$ cat src/hw/lec_pkg.sv
// constants shared by the logic cell and its bench
package lec_pkg;
  // apb register byte offsets
  localparam logic [7:0] LEC_LUT_OFS = 8'h00;
  localparam logic [7:0] LEC_MODE_OFS = 8'h04;
  localparam logic [7:0] LEC_STAT_OFS = 8'h08;
  // reset values
  localparam logic [15:0] LEC_LUT_RST = 16'h0000;
  localparam logic [8:0] LEC_MODE_RST = 9'h000;
  // mode register field positions
  localparam int LEC_FF_LSB = 0;
  localparam int LEC_ARITH_BIT = 2;
  localparam int LEC_FBK_BIT = 3;
  localparam int LEC_CHAIN_BIT = 4;
  localparam int LEC_PRESET_BIT = 5;
  localparam int LEC_SEL_LSB = 6;
  // status register field positions
  localparam int LEC_ST_Q_BIT = 0;
  localparam int LEC_ST_COMB_BIT = 1;
  localparam int LEC_ST_C0_BIT = 2;
  localparam int LEC_ST_C1_BIT = 3;
  // storage register behaviour
  typedef enum logic [1:0] {
    LEC_FF_D,
    LEC_FF_T,
    LEC_FF_JK,
    LEC_FF_SR
  } lec_ff_e;
endpackage : lec_pkg
$ cat src/hw/lec_logic_cell.sv
// one programmable logic cell with apb configuration port
`timescale 1ns/1ps
`default_nettype none
module lec_logic_cell (
  input wire logic clock,
  input wire logic resetn,
  // apb slave
  input wire logic psel,
  input wire logic penable,
  input wire logic pwrite,
  input wire logic [7:0] paddr,
  input wire logic [31:0] pwdata,
  output logic [31:0] prdata,
  output logic pready,
  output logic pslverr,
  // lookup inputs
  input wire logic lookup_input_a,
  input wire logic lookup_input_b,
  input wire logic lookup_input_c,
  input wire logic lookup_input_d,
  // register controls
  input wire logic clock_enable,
  input wire logic cell_clear,
  input wire logic aload_preset,
  // cluster-wide controls
  input wire logic sync_clear,
  input wire logic sync_load,
  input wire logic add_not_sub,
  input wire logic cluster_carry_in,
  // per-cell counter controls from local interconnect
  input wire logic counter_enable,
  input wire logic count_up,
  // carry-select chain
  input wire logic carry_zero_path_in,
  input wire logic carry_one_path_in,
  output logic carry_zero_path_out,
  output logic carry_one_path_out,
  // cell outputs
  output logic route_out_a,
  output logic route_out_b,
  output logic local_out
);

  ////////////////////////////////////////////////////////////////////////////
  // configuration state
  logic [15:0] lut_mask_q; // lookup truth table
  logic [8:0] mode_q; // register type, mode and output selects
  logic q_q; // the storage register
  logic [31:0] prdata_q;
  logic pready_q;
  logic pslverr_q;

  // decoded configuration fields
  logic arith_en;
  logic fbk_en;
  logic chain_start;
  logic preset_mode;
  logic [2:0] out_sel;
  lec_pkg::lec_ff_e ff_kind;

  assign ff_kind = lec_pkg::lec_ff_e'(mode_q[lec_pkg::LEC_FF_LSB +: 2]);
  assign arith_en = mode_q[lec_pkg::LEC_ARITH_BIT];
  assign fbk_en = mode_q[lec_pkg::LEC_FBK_BIT];
  assign chain_start = mode_q[lec_pkg::LEC_CHAIN_BIT];
  assign preset_mode = mode_q[lec_pkg::LEC_PRESET_BIT];
  assign out_sel = mode_q[lec_pkg::LEC_SEL_LSB +: 3];

  ////////////////////////////////////////////////////////////////////////////
  // helpers

  // two-input carry generate/propagate select, used by both paths
  function automatic logic carry_of(input logic a, input logic b,
                                    input logic cin);
    carry_of = (a & b) | (cin & (a | b));
  endfunction : carry_of

  // register address decode, used for reads and writes
  function automatic logic is_mapped(input logic [7:0] addr);
    is_mapped = (addr == lec_pkg::LEC_LUT_OFS) ||
                (addr == lec_pkg::LEC_MODE_OFS) ||
                (addr == lec_pkg::LEC_STAT_OFS);
  endfunction : is_mapped

  ////////////////////////////////////////////////////////////////////////////
  // lookup function

  logic lut_a; // first index bit, may be the register itself
  logic [3:0] lut_idx;
  logic lut_out;

  // packing: own register replaces input a so a lut can consume it
  assign lut_a = fbk_en ? q_q : lookup_input_a;
  // input d is the top index bit of the sixteen-entry mask
  assign lut_idx = {lookup_input_d, lookup_input_c, lookup_input_b, lut_a};
  assign lut_out = lut_mask_q[lut_idx];

  ////////////////////////////////////////////////////////////////////////////
  // arithmetic path

  logic sub_invert; // invert operand b for subtract or count down, but not both
  logic op_b;
  logic cin0; // effective zero-path carry
  logic cin1; // effective one-path carry
  logic sum0;
  logic sum1;
  logic sum_out;

  // subtract or down-count alone means adding the complement; together they cancel
  assign sub_invert = ~add_not_sub ^ ~count_up;
  assign op_b = lookup_input_b ^ sub_invert;
  // at the first cell the select line is the carry, giving the +1 of
  // a two's complement subtract; later cells take the chain
  assign cin0 = chain_start ? ~add_not_sub : carry_zero_path_in;
  assign cin1 = chain_start ? ~add_not_sub : carry_one_path_in;
  assign sum0 = lut_a ^ op_b ^ cin0;
  assign sum1 = lut_a ^ op_b ^ cin1;
  // cluster carry-in picks which precomputed chain forms the sum
  assign sum_out = cluster_carry_in ? sum1 : sum0;

  // each path's carry-in selects between precomputed candidates
  // from operands a and b; chain carries are combinational so a long
  // chain settles within one clock period
  always_comb
  begin
    if (arith_en)
    begin
      carry_zero_path_out = carry_of(lut_a, op_b, cin0);
      carry_one_path_out = carry_of(lut_a, op_b, cin1);
    end
    else
    begin
      // chain idles low outside arithmetic mode
      carry_zero_path_out = 1'b0;
      carry_one_path_out = 1'b0;
    end
  end

  // unregistered result: lookup or sum, never through the register
  logic comb_out;
  assign comb_out = arith_en ? sum_out : lut_out;

  ////////////////////////////////////////////////////////////////////////////
  // storage register

  logic q_d; // clocked next value
  logic ff_d; // value the configured flip-flop type produces

  // flip-flop type: lookup drives d/t/j/s, input d drives k/r
  always_comb
  begin
    case (ff_kind)
      lec_pkg::LEC_FF_D: ff_d = comb_out;
      lec_pkg::LEC_FF_T: ff_d = q_q ^ comb_out;
      lec_pkg::LEC_FF_JK: ff_d = (comb_out & ~q_q) | (~lookup_input_d & q_q);
      lec_pkg::LEC_FF_SR: ff_d = comb_out | (q_q & ~lookup_input_d);
      default: ff_d = q_q;
    endcase
  end

  // synchronous next value under clock enable
  always_comb
  begin
    q_d = q_q;
    if (clock_enable)
    begin
      if (sync_clear)
        q_d = 1'b0;
      else if (sync_load)
        q_d = lookup_input_c;
      else if (arith_en)
      begin
        // counting only while this cell's enable is up
        if (counter_enable)
          q_d = sum_out;
      end
      else
        q_d = ff_d;
    end
  end

  // clear and load/preset override the clock enable; with one clock
  // domain they land on the next edge rather than at once
  always_ff @(posedge clock)
  begin
    if (!resetn)
      q_q <= 1'b0;
    else if (cell_clear)
      q_q <= 1'b0;
    else if (aload_preset)
      q_q <= preset_mode ? 1'b1 : lookup_input_c;
    else
      q_q <= q_d;
  end

  ////////////////////////////////////////////////////////////////////////////
  // cell outputs: each picks unregistered or registered independently
  // these stay combinational so the bypass path has no added latency

  assign route_out_a = out_sel[0] ? q_q : comb_out;
  assign route_out_b = out_sel[1] ? q_q : comb_out;
  assign local_out = out_sel[2] ? q_q : comb_out;

  ////////////////////////////////////////////////////////////////////////////
  // apb slave: one wait-free access phase after each setup

  logic setup_ph; // setup cycle of a new transfer
  logic wr_acc; // write completing this edge
  assign setup_ph = psel & ~penable & ~pready_q;
  assign wr_acc = psel & penable & pready_q & pwrite;

  // ready is raised for exactly the access cycle
  always_ff @(posedge clock)
  begin
    if (!resetn)
      pready_q <= 1'b0;
    else
      pready_q <= setup_ph;
  end

  // error flag and read data prepared during setup
  always_ff @(posedge clock)
  begin
    if (!resetn)
    begin
      pslverr_q <= 1'b0;
      prdata_q <= 32'h0000_0000;
    end
    else if (setup_ph)
    begin
      pslverr_q <= ~is_mapped(paddr);
      prdata_q <= 32'h0000_0000;
      if (!pwrite)
      begin
        case (paddr)
          lec_pkg::LEC_LUT_OFS: prdata_q[15:0] <= lut_mask_q;
          lec_pkg::LEC_MODE_OFS: prdata_q[8:0] <= mode_q;
          lec_pkg::LEC_STAT_OFS:
          begin
            // live view of the register, result and chain
            prdata_q[lec_pkg::LEC_ST_Q_BIT] <= q_q;
            prdata_q[lec_pkg::LEC_ST_COMB_BIT] <= comb_out;
            prdata_q[lec_pkg::LEC_ST_C0_BIT] <= carry_zero_path_out;
            prdata_q[lec_pkg::LEC_ST_C1_BIT] <= carry_one_path_out;
          end
          default: prdata_q <= 32'h0000_0000;
        endcase
      end
    end
    else if (pready_q)
    begin
      // clear after the access so stale data never lingers
      pslverr_q <= 1'b0;
      prdata_q <= 32'h0000_0000;
    end
  end

  // configuration writes; status is read-only
  always_ff @(posedge clock)
  begin
    if (!resetn)
    begin
      lut_mask_q <= lec_pkg::LEC_LUT_RST;
      mode_q <= lec_pkg::LEC_MODE_RST;
    end
    else if (wr_acc)
    begin
      if (paddr == lec_pkg::LEC_LUT_OFS)
        lut_mask_q <= pwdata[15:0];
      else if (paddr == lec_pkg::LEC_MODE_OFS)
        mode_q <= pwdata[8:0];
    end
  end

  assign prdata = prdata_q;
  assign pready = pready_q;
  assign pslverr = pslverr_q;

endmodule : lec_logic_cell
`default_nettype wire

$ cat config.mk
export PLATFORM = sky130hd
export DESIGN_NAME = lec_logic_cell
export DESIGN_NICKNAME = d
export VERILOG_FILES = /design/src/hw/lec_pkg.sv /design/src/hw/lec_logic_cell.sv
export SDC_FILE = /design/constraint.sdc
export NUM_CORES = 1
export LEC_CHECK = 0
export BUFFER_PORTS_ARGS = -buffer_cell sky130_fd_sc_hd__clkbuf_2
export CAP_MARGIN = 20
export CORE_UTILIZATION = 45
export CTS_BUF_LIST = sky130_fd_sc_hd__clkbuf_8 sky130_fd_sc_hd__clkbuf_16
export DETAILED_ROUTE_END_ITERATION = 8
export PLACE_DENSITY_LB_ADDON = 0.15
export SLEW_MARGIN = 20
export SYNTH_ARGS = -nofsm -noshare
export SYNTH_HDL_FRONTEND = slang
export SYNTH_SLANG_ARGS = --single-unit
$ cat constraint.sdc
create_clock -name clock -period 3.1 [get_ports clock]
set_clock_uncertainty 0.15 [all_clocks]
set_input_delay 0.465 -clock clock [delete_from_list [all_inputs] [get_ports clock]]
set_output_delay 0.465 -clock clock [all_outputs]
set_load 0.005 [all_outputs]
Yosys cells after proc, flatten, opt, wreduce, memory -nomap -nowiden. Index checks and enable logic that the tools add are counted.

Register bits after elaboration: 60. Word-level logic and storage cells: 81.

Magnitude comparators: 1. Eq/ne operators: 6. Muxes and demuxes: 28. Bitwise gates (word level): 30. Reductions and logical operators: 10.

Operators by type and width (count): $mux W32 (2); $mux W1 (20); $mux W16 (1); $pmux W4 S3 (1); $and A1 B1 Y1 (10); $pmux W5 S2 (1); $not A1 Y1 (9); $eq A8 B3 Y1 const B (1); $eq A8 B4 Y1 const B (1); $logic_not A8 Y1 (1); $mux W7 (1); $xor A1 B1 Y1 (6); $lt A4 B5 Y1 const B (1); $ne A5 B5 Y1 const B (1); $or A1 B1 Y1 (5); $bmux W1 S4 (1); $eq A2 B2 Y1 const B (2); $pmux W1 S4 (1); $reduce_and A2 Y1 (2); $reduce_bool A2 Y1 (2); $reduce_and A3 Y1 (1); $eq A2 B1 Y1 const B (1); $logic_not A2 Y1 (1); $logic_or A1 B1 Y1 (2); $reduce_or A2 Y1 (1).

Depth between registers and ports, before layout.
Word-level depth: 15. Depth in mapped cells: 13.

Worst setup path before layout. No wires, ideal clock.

Kind: input -> register. From: input port lookup_input_b. To: register q_q. Arrival: 2461 ps. Required time: 2863 ps. Setup slack: 402 ps. Stages: 13. Path buffers: 1. Path through: buf_8 xnor2_1 xnor2_1 ha_1 or2b_1 mux2i_2 a31o_2 inv_1 ha_1 nor2_1 nand2_1 and4b_1 o31ai_1.

Cells in the longest elaborated chain, start to end: 13.

Ends and longest elaborated chain: start: declaration (line lec_logic_cell.sv:18) `input wire logic lookup_input_b,`; parallel branches: the longest is 8 deep, another holds $bmux W1 S4; $mux W1 * (line lec_logic_cell.sv:170) `else if (arith_en)`; $mux W1 * (line lec_logic_cell.sv:168) `else if (sync_load)`; $mux W1 * (line lec_logic_cell.sv:166) `if (sync_clear)`; $mux W1 * (line lec_logic_cell.sv:164) `if (clock_enable)`; $mux W1 * (line lec_logic_cell.sv:189) `else if (aload_preset)`; end signal: assignment (line lec_logic_cell.sv:190) `q_q <= preset_mode ? 1'b1 : lookup_input_c;`; end signal: assignment (line lec_logic_cell.sv:192) `q_q <= q_d;`; end: declaration (line lec_logic_cell.sv:48) `logic q_q;`.

Mark *: on every way between the ends. The select of a mux whose other input is x is not followed. A chain may end at the register's enable or synchronous reset.

Worst setup path after layout.
From: register mode_q[3]. To: output port local_out.

Cells in the longest elaborated chain, start to end: 6.

Ends and longest elaborated chain: start: declaration (line lec_logic_cell.sv:47) `logic [8:0] mode_q;`; start signal: assignment (line lec_logic_cell.sv:263) `mode_q <= lec_pkg::LEC_MODE_RST;`; start signal: assignment (line lec_logic_cell.sv:270) `mode_q <= pwdata[8:0];`; $mux W1 * (line lec_logic_cell.sv:92) `assign lut_a = fbk_en ? q_q : lookup_input_a;`; parallel branches: the longest is 3 deep, another holds $bmux W1 S4; $mux W1 * (line lec_logic_cell.sv:140) `assign comb_out = arith_en ? sum_out : lut_out;`; $mux W1 * (line lec_logic_cell.sv:201) `assign local_out = out_sel[2] ? q_q : comb_out;`; end: declaration (line lec_logic_cell.sv:41) `output logic local_out`.

Marked as above.

==> results by stage <==
Timing:
- Of the available clock period, the critical path in the final layout requires 92.64%.
- The final worst hold slack is 0.2390 ns.
- Setup total negative slack on the finished layout was measured at 0 ns.
- Setup repair after global routing left no endpoint under its margin.
- Setup violations remaining at the end of the flow were counted as 0.
- Measured against its own limit, the worst slew margin works out to 54.38%.
- The hold violation total from the final report is 0.
- Derived from the worst setup path, the maximum achievable clock frequency is 0.3482 GHz.
- The smallest setup slack after layout is 0.2282 ns.
- The actual slew at the worst max-slew pin is 0.6843 ns.
- The final number of max-transition violations is 0.
- The clock period could shrink to 2.872 ns.

Floorplanning:
- The number of placement rows is 26.
- For this configuration, the core starts out at a cell density of 46.64%.
- The floorplan step set the die height to 74.76 um.
- The I/O pin count is 99.
- The die covers 5589 um2.
- The total core area is 5107 um2.
- The chip width is 74.76 um.

Drt:
- The mean number of vias per cell is 5.113.
- The first routing iteration left 115 violations.
- For this run, design rule violations remaining after detail routing come to 0.
- Once detail routing completed, the nets flagged for antenna violations numbered 0.
- In the final routed layout, each cell accounts on average for 13.56 um.
- The number of detailed-routing iterations run before antenna repair is 4.
- Summing over every cut layer, the via total after detailed routing is 2076.
- The final wirelength is 5505 um.

Logic synthesis:
- The synthesis warning total is 0.
- Synthesis produced a netlist whose cell count is 271.
- In the post-synthesis netlist, the biggest area contributors are dfxtp_1, nand2_1, nor2b_1, mux2i_1, a22oi_1.
- The share of the Yosys chip area taken by registers is 36.97%.
- The post-synthesis instance area is 2382 um2.
- Counting flops with an async set or reset pin after synthesis yields a share of 0%.
- The count of cell types in the netlist is 45.
- The number of synthesized flops with an enable pin is 0.
- The most used flip-flop cell after synthesis is dfxtp_1.
- The post-synthesis area per instance is 8.791 um2.
- The largest total area in the synthesized netlist belongs to dfxtp_1.
- After synthesis, the largest area contributor takes up 36.97% of total cell area.
- Counting flops and latches in the post-synthesis netlist gives 44.

Placement:
- The number of port buffers is 66.
- The post-place instance area is 2699 um2.
- The sum of net half-perimeters after detailed placement is 4088 um.
- Timing analysis after detailed placement gives a worst setup slack of 0.07897 ns.
- The final weighted congestion in routability-driven placement is 0.8506.

Clocking:
- The H-tree generated during clock tree synthesis spans 2 levels.
- The clock tree buffer depth is 2.
- The number of buffers created by CTS is 5.
- The root buffer cell is clkbuf_8.
- Clock latency on the worst-skew pair, taken at its later pin, is 0.29 ns.
- Hold repair after CTS inserted 0 buffers.
- The clock tree from TritonCTS is built.
- CTS saw 44 sinks.
- The post-cts repair resize count is 0.
- Post-CTS timing repair inserted 0 buffers for setup.
- The register clock-pin slew on the reported worst setup and hold paths is 0.08 ns.

Critical path:
- The kind of end point of the critical path is an output pin.
- The worst setup path is launched from a flip-flop.
- The critical path data arrival time is 2.26 ns.
- The slowest cell on the critical path is dfxtp_1.
- The signal on the critical path passes through mux2i_4 -> inv_1 -> ha_1 -> or2b_1 -> mux2i_2 -> a31o_2 -> o21ai_0 -> clkbuf_2.
- In this design, the stage delay of the slowest critical-path cell is 0.42 ns.
- The required time of the critical path is 2.48 ns.
- Along the worst path, the maximum fanout reaches 5.
- The depth of the most critical reg-to-reg path is 12.
- The setup path with the least slack is of type reg -> out.

Min path:
- The path class of the tightest hold or removal check is in -> reg.
- The worst hold path was traced through 3 stages.

Flow run:
- Across the run, the number of max-cap violations was 0.

Global route:
- Entering global routing, the biggest net connects 44 pins.
- The global-route total usage across every layer is 20.58%.
- The total overflow left after global routing is 0.
- The number of antenna violations at the first check in global routing is 0.
- The first global-routing pass estimated 8562 um of wire.
- The via count of the first global-routing pass is 1752.

Pwr:
- The worst voltage drop across the vdd grid is 0.0002818 V.
- The leakage power of the design is 1.252 nW.
- The total power density per cell area is 398.1 nW/um2.

Cells and area:
- The synthesis-to-layout area growth is 19.22%.
- At the end of the flow, the number of nets in the layout was 398.
- The antenna diode count is 0.
- The filler cells instantiated in the layout total 499.
- Summing all flip-flop and latch instances after layout gives 880.8 um2.
- The share of post-route cells with drive strength above 1 is 25.00%.
- The multi-input combinational cells in the finished layout cover a total of 1344 um2.
- Once layout is done, the placed cells without fillers occupy 2840 um2.

Status:
- The flow ran to the end, and the final reports show no timing, DRC or antenna violations.
==> final timing paths <==
check	startpoint	to	slack, ns
max reg2reg	mode_q[3]	q_q	0.27
min	pwdata[11]	lut_mask_q[11]	0.24
min reg2reg	lut_mask_q[7]	lut_mask_q[7]	0.32
max	mode_q[3]	local_out	0.23
==> placed cells by master, fill, tap and decap left out, types with 2 or more instances in the layout <==
cell	instances
dfxtp_1	44
a21boi_0	11
o21ai_0	9
nor2_1	8
inv_1	9
nor4_1	3
or3_1	3
a21boi_1	10
clkbuf_2	66
a22oi_1	16
conb_1	16
nor2b_1	21
clkbuf_8	6
and3_1	2
xnor2_1	2
o22ai_1	3
buf_4	3
nand2b_1	5
a21oi_1	5
nand3b_1	2
ha_1	3
o31ai_1	2
nand2_1	46
and2_1	2
mux2i_1	13
a31oi_1	2
mux4_1	4
==> registers in the layout, summed over array words and instances, names as in the netlist <==
name / flops
prdata: 16
mode_q: 9
pready: 1
pslverr: 1
lut_mask_q: 16
q_q: 1
==> where the power goes <==
group / internal [W] / leakage [nW] / switching (W)
sequential: 0.000567 / 0.355 / 0.00000194
combinational: 0.0000498 / 0.836 / 0.0000533
clock: 0.000264 / 0.0614 / 0.000195
total: 0.000880 / 1.25 / 0.000251
==> cells in the mapped netlist (all sizes together) (5+ instances only) <==
cell    count
nand2      46
dfxtp      44
a21oi       5
mux2i      15
inv         9
a22oi      16
a21boi     21
nand2b      5
clkbuf      8
nor2        8
o21ai       9
nor2b      21
buf        20
==> through the flow <==
step                std cells  utilization [%]  power [W]
finish                    406            55.61   0.001131
global route              406            55.61   0.001181
CTS                       405            55.22   0.001145
detailed placement        397            52.84  0.0006814
global placement          397            52.84  0.0006803
floorplan                 286                -  0.0006501
==> worst max-delay path: cells and delay by family (launching register included) <==
kind            cells  cell delay (ns)
compound gates      2             0.31
fa+ha+maj           1             0.29
buf+inv             2             0.20
flops               1             0.42
mux                 2             0.51
simple gates        1             0.23
==> routing by layer <==
metal / GRT usage, % / up-vias / wire [um]
li1: - / 1041 / -
met1: 28.85 / 959 / 2652
met2: 31.93 / 72 / 2536
met3: 4.418 / 4 / 266
met4: 6.080 / 0 / 49
met5: 0 / - / 0
==> kinds of logic (layout without fill, tap and decap cells) <==
kind of cell               Yosys count  after routing  synth area share (%)
AOI/OAI and AO/OA                   62             62                 17.91
xor gates and xnor gates             2              2                0.7354
adders and majority gates            3              3                 1.576
buffers and inverters               37             87                 8.981
DFF                                 44             44                 36.97
muxes                               20             20                 11.87
other                                1             16                0.1574
and+or+nand+nor                    102            102                 21.80
==> cell type report <==
| class | instances | share of cell area, % |
|---|---|---|
| timing repair buffer | 70 | 13.13 |
| inverter | 9 | 1.189 |
| multi-input combinational | 205 | 47.31 |
| clock buffer | 6 | 2.907 |
| tap | 70 | 3.084 |
| sequential | 44 | 31.01 |
| clock inverter | 2 | 1.366 |
No activity file was read; power rests on OpenSTA's default activity.
